`src/common/reset_filter_pkg.sv`:
```
package reset_filter_pkg;
	// Clock and low-power oscillator timing.
	localparam int CLK_PERIOD_NS = 25;
	localparam int OSC_PERIOD_US = 1000;
	localparam int OSC_DIVIDE = OSC_PERIOD_US * 1000 / CLK_PERIOD_NS;
	localparam int OSC_DIV_BITS = 16;
	// Register indices; the byte address is four times the index.
	localparam logic [9:0] FILTER_CONTROL_INDEX = 10'h004;
	localparam logic [9:0] FILTER_WIDTH_INDEX = 10'h005;
	// Field layout of the control register.
	localparam int RUN_WAIT_SELECT_LSB = 0;
	localparam int STOP_SELECT_BIT = 2;
	localparam int CONTROL_BITS = 3;
	localparam int WIDTH_BITS = 5;
	localparam int COUNT_BITS = 6;
	// Values after power-on reset.
	localparam logic [2:0] CONTROL_RESET = 3'h0;
	localparam logic [4:0] WIDTH_RESET = 5'h00;
	// Run and wait selections.
	localparam logic [1:0] SELECT_OFF = 2'h0;
	localparam logic [1:0] SELECT_BUS = 2'h1;
	localparam logic [1:0] SELECT_OSC = 2'h2;
	// Fixed length of the low-power oscillator filter, in oscillator ticks.
	localparam logic [5:0] OSC_FILTER_COUNT = 6'h03;
	// The reset pin is active low, so its idle level is high.
	localparam logic PIN_IDLE = 1'h1;
	localparam logic [2:0] SYNC_RESET = 3'h7;
	localparam logic [1:0] HTRANS_NONSEQ = 2'h2;
endpackage

```
`src/core/glitch_counter.sv`:
```
module glitch_counter
	import reset_filter_pkg::*;
(
	// Clock and reset.
	input wire logic mclk,
	input wire logic rst,
	// Control.
	input wire logic clear,
	input wire logic tick,
	input wire logic [reset_filter_pkg::COUNT_BITS-1:0] limit,
	// Level in and out.
	input wire logic din,
	output logic dout
);
	typedef struct packed
	{
		logic [COUNT_BITS-1:0] count;
		logic out;
	} state_type;

	state_type state;
	state_type next_state;

	always_comb
	begin
		next_state = state;
		if (clear)
		begin
			next_state.count = '0;
			next_state.out = din;
		end
		else if (din == state.out)
			next_state.count = '0;
		else if (tick)
		begin
			// A new level passes only after limit stable ticks in a row.
			if (state.count + 6'h01 >= limit)
			begin
				next_state.out = din;
				next_state.count = '0;
			end
			else
				next_state.count = state.count + 6'h01;
		end
	end

	always_ff @(posedge mclk)
	begin
		if (rst)
			state <= '{count: '0, out: PIN_IDLE};
		else
			state <= next_state;
	end

	assign dout = state.out;
endmodule

```
`src/core/reset_pin_filter.sv`:
```
// Behaviour
// - The three control bits reset only on chip power-on reset.
// - The bus clock filter is cleared while disabled and while in stop.
// - The low-power oscillator filter is cleared while it is disabled.
// - In the stop family, select 0 is no filtering, 1 the oscillator filter.
// - In run and wait, 00 is off, 01 bus filter, 10 LOW_POWER_OSCILLATOR_CLOCK filter, 11 reserved.
// - Unused upper bits of both registers read as zero and ignore writes.
// - The bus filter count is the width field value plus one, 1 to 32.
// - The width field resets only on chip power-on reset.
module reset_pin_filter
	import reset_filter_pkg::*;
#(
	parameter int OSC_DIVIDE_CYCLES = reset_filter_pkg::OSC_DIVIDE
)
(
	// Clock and power-on reset.
	input wire logic mclk,
	input wire logic rst,
	// Reset of any other kind; filter state and write_pending only.
	input wire logic warm_reset,
	// Power mode.
	input wire logic stop_mode,
	// AHB-Lite slave.
	input wire logic hsel,
	input wire logic [31:0] haddr,
	input wire logic [1:0] htrans,
	input wire logic hwrite,
	input wire logic [2:0] hsize,
	input wire logic [31:0] hwdata,
	input wire logic hready,
	output logic hreadyout,
	output logic [31:0] hrdata,
	output logic hresp,
	// Reset pin and filtered result, both active low.
	input wire logic reset_pin_n,
	output logic filtered_reset_n
);
	import reset_filter_pkg::*;

	typedef struct packed
	{
		logic [CONTROL_BITS-1:0] control;
		logic [WIDTH_BITS-1:0] width;
		logic write_pending;
		logic [9:0] write_index;
		logic [31:0] rdata;
		logic [2:0] sync;
		logic pin_level;
		logic [OSC_DIV_BITS-1:0] osc_div;
		logic osc_tick;
	} state_type;

	state_type state;
	state_type next_state;
	logic [1:0] run_wait_filter_select;
	logic stop_mode_filter_select;
	logic bus_enable;
	logic osc_enable;
	logic bus_out;
	logic osc_out;
	logic [COUNT_BITS-1:0] bus_limit;
	logic address_phase;

	assign run_wait_filter_select =
		state.control[RUN_WAIT_SELECT_LSB +: 2];
	assign stop_mode_filter_select = state.control[STOP_SELECT_BIT];
	assign address_phase = hsel && hready && htrans == HTRANS_NONSEQ;

	// The reserved run-wait code enables neither filter.
	always_comb
	begin
		if (stop_mode)
		begin
			bus_enable = 1'b0;
			osc_enable = stop_mode_filter_select;
		end
		else
		begin
			bus_enable = run_wait_filter_select == SELECT_BUS;
			osc_enable = run_wait_filter_select == SELECT_OSC;
		end
	end

	assign bus_limit = {1'b0, state.width} + 6'h01;

	always_comb
	begin
		next_state = state;
		// Three stages; a change counts once the last two agree.
		next_state.sync = {state.sync[1:0], reset_pin_n};
		if (state.sync[1] == state.sync[2])
			next_state.pin_level = state.sync[2];
		// Oscillator ticks come from a divider so one clock serves both.
		next_state.osc_tick = 1'b0;
		if (state.osc_div >= OSC_DIV_BITS'(OSC_DIVIDE_CYCLES - 1))
		begin
			next_state.osc_div = '0;
			next_state.osc_tick = 1'b1;
		end
		else
			next_state.osc_div = state.osc_div + 16'h0001;
		// Data phase write; only the low bits are stored.
		if (state.write_pending)
		begin
			if (state.write_index == FILTER_CONTROL_INDEX)
				next_state.control = hwdata[CONTROL_BITS-1:0];
			if (state.write_index == FILTER_WIDTH_INDEX)
				next_state.width = hwdata[WIDTH_BITS-1:0];
		end
		next_state.write_pending = address_phase && hwrite;
		next_state.write_index = haddr[11:2];
		// Reads see a write from the previous data phase.
		if (address_phase && !hwrite)
		begin
			if (haddr[11:2] == FILTER_CONTROL_INDEX)
				next_state.rdata = {29'h0, next_state.control};
			else if (haddr[11:2] == FILTER_WIDTH_INDEX)
				next_state.rdata = {27'h0, next_state.width};
			else
				next_state.rdata = 32'h0;
		end
		// Other resets spare the configuration.
		if (warm_reset)
		begin
			next_state.write_pending = 1'b0;
			next_state.sync = SYNC_RESET;
			next_state.pin_level = PIN_IDLE;
			next_state.osc_div = '0;
			next_state.osc_tick = 1'b0;
		end
	end

	always_ff @(posedge mclk)
	begin
		if (rst)
		begin
			state <= '0;
			state.control <= CONTROL_RESET;
			state.width <= WIDTH_RESET;
			state.sync <= SYNC_RESET;
			state.pin_level <= PIN_IDLE;
		end
		else
			state <= next_state;
	end

	glitch_counter bus_filter
	(
		.mclk(mclk),
		.rst(rst),
		.clear(!bus_enable || warm_reset),
		.tick(1'b1),
		.limit(bus_limit),
		.din(state.pin_level),
		.dout(bus_out)
	);

	glitch_counter osc_filter
	(
		.mclk(mclk),
		.rst(rst),
		.clear(!osc_enable || warm_reset),
		.tick(state.osc_tick),
		.limit(OSC_FILTER_COUNT),
		.din(state.pin_level),
		.dout(osc_out)
	);

	// Unfiltered path passes the qualified pin level straight through.
	always_comb
	begin
		if (bus_enable)
			filtered_reset_n = bus_out;
		else if (osc_enable)
			filtered_reset_n = osc_out;
		else
			filtered_reset_n = state.pin_level;
	end

	// Zero wait states keep the slave simple; the filter has no slow path.
	assign hreadyout = 1'b1;
	assign hresp = 1'b0;
	assign hrdata = state.rdata;
endmodule

```
`config.mk`:
```
export PLATFORM = sky130hd
export DESIGN_NAME = reset_pin_filter
export DESIGN_NICKNAME = d
export VERILOG_FILES = /design/src/common/reset_filter_pkg.sv /design/src/core/glitch_counter.sv /design/src/core/reset_pin_filter.sv
export SDC_FILE = /design/constraint.sdc
export NUM_CORES = 1
export LEC_CHECK = 0
export ABC_AREA = 1
export BUFFER_PORTS_ARGS = -buffer_cell sky130_fd_sc_hd__buf_4
export CORE_ASPECT_RATIO = 1.1
export CORE_MARGIN = 2
export CORE_UTILIZATION = 30
export CTS_BUF_LIST = sky130_fd_sc_hd__clkbuf_16
export DETAILED_ROUTE_END_ITERATION = 16
export PLACE_DENSITY = 0.57
export SETUP_SLACK_MARGIN = 0.15
export SKIP_LAST_GASP = 1
export SYNTH_ARGS = -nofsm -noshare
export SYNTH_HDL_FRONTEND = slang
export SYNTH_SLANG_ARGS = --single-unit
```
`constraint.sdc`:
```
create_clock -name mclk -period 2.3 [get_ports mclk]
set_input_delay 0.46 -clock mclk [delete_from_list [all_inputs] [get_ports mclk]]
set_output_delay 0.46 -clock mclk [all_outputs]
set_load 0.005 [all_outputs]
```
; ---- Yosys cells after proc, flatten, opt, wreduce, memory -nomap -nowiden
; Cells that the tools add are included.
[totals]
out_inout_bits = 35
inputBits = 77
regBits = 86
elab_cells = 68
[classes]
mux = 18
n_lt_le_gt_ge = 3
reduce_logical = 18
addsub = 4
n_eq_ne = 12
[op_table]
columns = operator, count
row1 = $eq 10x3->1 const B, 4
row2 = $add 16x1->16 const B, 1
row3 = $ge 16x16->1 const B, 1
row4 = $mux 5, 3
row5 = $add 6x1->6 const B, 2
row6 = $mux 1, 11
row7 = $mux 8, 1
row8 = $mux 7, 1
row9 = $add 5x1->6 const B, 1
row10 = $ge 6x2->1 const B, 1
row11 = $ge 6x6->1, 1
row12 = $mux 6, 1
row13 = $reduce_bool 2->1, 3
row14 = $reduce_or 3->1, 2
row15 = $eq 2x2->1 const B, 2
row16 = $logic_and 1x1->1, 4
row17 = $ne 2x1->1 const B, 2
row18 = $reduce_or 4->1, 1
row19 = $eq 1x1->1, 3
row20 = $logic_not 1->1, 3
row21 = $mux 3, 1
row22 = $reduce_and 3->1, 1
row23 = $eq 2x1->1 const B, 1
row24 = $logic_or 1x1->1, 2
row25 = other kinds (2), 2

; ---- Longest topological paths before layout
[depth]
ltp_word = 6
ltp_mapped = 13
ltp_nobuf = 13

; ---- By module
; A second synthesis with hierarchy kept.
[hier_totals]
hier_cells = 500
hier_area_um2 = 3452.1
[by_module_without_submodules]
columns = module, cells_per_inst, area_each_um2, n_inst, seq_area_each_um2
row1 = reset_pin_filter, 322, 2306.0, 1, 900.9
row2 = glitch_counter, 89, 573.0, 2, 140.1

; ---- Worst setup path after synthesis
; OpenSTA, ideal clock, no wires.
[synth_timing]
path_type = reg-to-reg
start = reg bus_filter.state[1] (netlist name)
end = reg bus_filter.state[1] (netlist name)
arrival_time_ps = 1804
t_required_ps = 2180
n_path_buf = 0
setup_slack_ps = 376
synth_period_minus_slack_ps = 1924
path_stages_with_launch = 10
path_cell_list = dfxtp_1 ha_1 nand3_1 xor2_1 inv_1 ha_1 nand2_1 or3_1 nand4_1 nor2_1
[synth_via]
elab_chain_len = 3
[synth_lines]
columns = item, line_no
row1 = start: declaration, glitch_counter.sv:21  ; state_type state;
row2 = start signal: assignment, glitch_counter.sv:50  ; state <= '{count: '0, out: PIN_IDLE};
row3 = start signal: assignment, glitch_counter.sv:52  ; state <= next_state;
row4 = $add 6x1->6 *, "glitch_counter.sv:37, glitch_counter.sv:43"
row5 = $ge 6x6->1, glitch_counter.sv:37  ; if (state.count + 6'h01 >= limit)
row6 = $reduce_or 4->1 (no line), n/a
; Mark *: on every way between the ends. The rest lies on a longest branch, timed or not.
; A chain may end at the register's enable or synchronous reset.

; ---- Final worst setup path
[layout_timing]
start = reg bus_filter.state[1] (netlist name)
end = reg bus_filter.state[2] (netlist name)
; The elaborated chain is that of the path after synthesis.

==> results by group <==
Power
  • Switching power: 0.000504 W
  • Peak supply drop: 370 µV
  • Comb pwr share: 3.9%
  • Internal Pwr Total: 0.00223 W
  • Static Leak: 1.61 nW
  • Part of the power in registers: 38.0%
  • Switching Fraction: 18.4%
  • Clock power share: 58.0%
  • PwrDens: 735 mW/mm²

Synth
  • Cell count after synthesis: 421
  • Top cells by count, synth: nor2_1 (69), nand2_1 (62), inv_1 (61)
  • Synthesized area: 0.00312 mm²
  • Synth top area share: 37.9%
  • FFs w/ async S/R, synth: 0%
  • Register area share after synthesis: 37.9%
  • Post-synth EDFFs: 0
  • Synth cell types: 34
  • Most area-consuming cells after synthesis: dfxtp_1 (38%), nor2_1 (8.3%), buf_4 (8.2%)
  • Syn avg cell area: 7.41 µm²
  • Area leader, netlist: dfxtp_1
  • Predominant post-synthesis flop cell: dfxtp_1
  • Most common cell in the netlist: nor2_1
  • Yosys warning count: 0
  • Synthesis-stage register bit count: 59

Drt
  • Vias per cell: 4.28
  • Remaining antenna violation count: 0
  • Routed vias: 2488
  • Iteration-0 DRC Markers: 83
  • Routed len/inst: 9.33 µm
  • DR DRC count: 0
  • Final wirelength: 5.42 mm
  • First-pass detailed-route iteration total: 4

Placed design
  • Place WS: 0.115 ns
  • RD Place Congestion: 0.804
  • IO buf count: 30
  • Placed instance area: 0.00331 mm²
  • Detailed Place HPWL: 4.16 mm

STA
  • Clock skew: 0.00648 ns
  • Final hold violations: 0
  • TNS Setup: 0 ns
  • Worst Hold Slack: 0.326 ns
  • Final setup viols: 0
  • Final period util: 87.7%
  • Unrepaired setup endpoints after global routing: false
  • Post-route setup slack: 0.284 ns
  • Final Max Slew Viols: 0
  • Max Clk Rate: 496 MHz
  • Fin crit period: 2.02 ns

Clock network
  • Clock sink count: 59
  • Clock transition at path regs: 0.05 ns
  • CTS Buffer Depth: 2
  • CTS HTree Levels: 3
  • CTS buffer count: 9
  • CTS tree: done
  • Root Buffer: clkbuf_16
  • Hold_buf cts: 0
  • Clock latency on the worst-skew pair: 0.32 ns

Min path
  • Worst hold path type: in2reg

Global route
  • Total GRT Usage: 10.5%
  • First-pass GRT wire length: 9.34 mm
  • Antenna violations before repair: 0
  • Largest net degree at the start of global routing: 20
  • Grt total ovfl: 0
  • Number of global-route vias before repair: 2272

Die
  • I/O Pins: 112
  • Initial core utilization: 30.5%
  • Die Y: 111 µm
  • Num rows: 39
  • Core area: 0.0102 mm²
  • Die area: 0.0112 mm²
  • Die Span X: 101 µm

Status
  • Status: complete, no violations

Finish
  • Post-layout net count: 541
  • Area Growth Syn to Fin: 19.4%
  • Post-route cell area: 0.00373 mm²
  • Proportion of layout cells with a drive suffix above 1: 15.7%
  • N_diodes: 0

Worst setup path
  • Critical path type: reg2reg
  • Critical Path AT: 2.27 ns
  • CP Launch Type: flop
  • CP Capture Type: flop
  • Max FO, Critical Path: 6
  • CP Data Required Time: 2.56 ns

Run
  • Max Cap Viol: 0
placed cells by master (no fill, tap or decap):
master	instances
nor3_2	2
o211ai_1	2
a21oi_1	9
inv_1	62
nand2_1	61
or2_4	1
nor4_4	1
nor3_1	8
ha_4	1
clkbuf_16	9
nand4_1	5
ha_1	10
xor2_1	15
dfxtp_4	1
or3_4	1
xor2_2	1
nor2_4	2
nand3_2	4
or2_2	4
nor2_1	68
conb_1	29
nand3_1	38
buf_4	32
o21ai_0	7
a21oi_2	1
dfxtp_1	56
nor2_2	3
dfxtp_2	2
xnor2_1	6
bufinv_16	4
nor4_1	1
clkinv_1	3
nand2_2	1
nand2_4	1
a31oi_1	1
nand3b_1	2
nor2_8	1
o21ai_1	3
state kept, by name, indices dropped and copies added (netlist names):
signal                  flops
state                      38
bus_filter.state            6
osc_filter.state            6
bus_filter.dout             1
hrdata                      5
run_wait_filter_select      2
osc_filter.dout             1
per-stage QoR:
stage | total power [W] | instances | util (%)
after CTS | 0.00279 | 580 | 35.9
after floorplan | 0.00116 | 448 | -
after global placement | 0.00117 | 563 | 32.3
after detailed placement | 0.00117 | 563 | 32.3
after global routing | 0.00284 | 581 | 36.4
final | 0.00274 | 581 | 36.4
final cells by class:
class / instances / area (µm²)
Fill cell: 1068 / 6520
Clock buffer: 9 / 225
Clock inverter: 7 / 131
Sequential cell: 59 / 1190
Timing Repair Buffer: 32 / 240
Tap cell: 123 / 154
Inverter: 62 / 233
Multi-Input combinational cell: 289 / 1560
power groups by stage:
stage          sequential [W]  clock, W  combinational [W]
2_1_floorplan         0.00106         0           0.000100
3_3_place_gp          0.00106         0           0.000108
3_5_place_dp          0.00106         0           0.000109
4_1_cts               0.00104   0.00163           0.000109
5_1_grt               0.00104   0.00168           0.000124
6_report              0.00104   0.00159           0.000108
final timing paths:
check | startpoint | end | slack [ns] | cells past startpoint
setup / recovery | bus_filter.state[1] | bus_filter.state[2] | 0.28 | 10
hold / removal | reset_pin_n | state[18] | 0.33 | 2
setup reg to reg | bus_filter.state[1] | bus_filter.state[2] | 0.28 | 10
hold reg to reg | state[18] | state[19] | 0.41 | 1
kinds of logic after synthesis:
kind of cell    share of synthesized area [%]
simple gates                             30.7
other cells                             0.241
xor+xnor                                 6.17
compound gates                           4.01
flops                                    37.9
buf+inv                                  16.6
fa+ha+maj                                4.41
per-layer routing:
metal | share of wire (%) | GRT usage [%] | up-vias
met1 | 46 | 12.4 | 1108
met3 | 3.9 | 2.02 | 12
li1 | - | - | 1317
met4 | 3.3 | 7.93 | 0
met5 | 0 | 0 | -
met2 | 47 | 16.4 | 51
critical path, stage by stage (launching register included):
cell      delay, ns
dfxtp_4        0.38
nand3_2        0.09
nand3b_1       0.20
xor2_2         0.17
ha_1           0.32
a21oi_1        0.14
o21ai_0        0.13
nor2_2         0.16
nand4_1        0.11
buf_4          0.17
nor2_1         0.08
repair_timing:
item	CTS	global route
pin swaps	1	2
setup endpoints to repair	6	7
resized for setup	0	11
cloned	0	0
setup buffers	1	1
endpoints found under the hold margin	0	0
(Power assumes the default switching activity.)
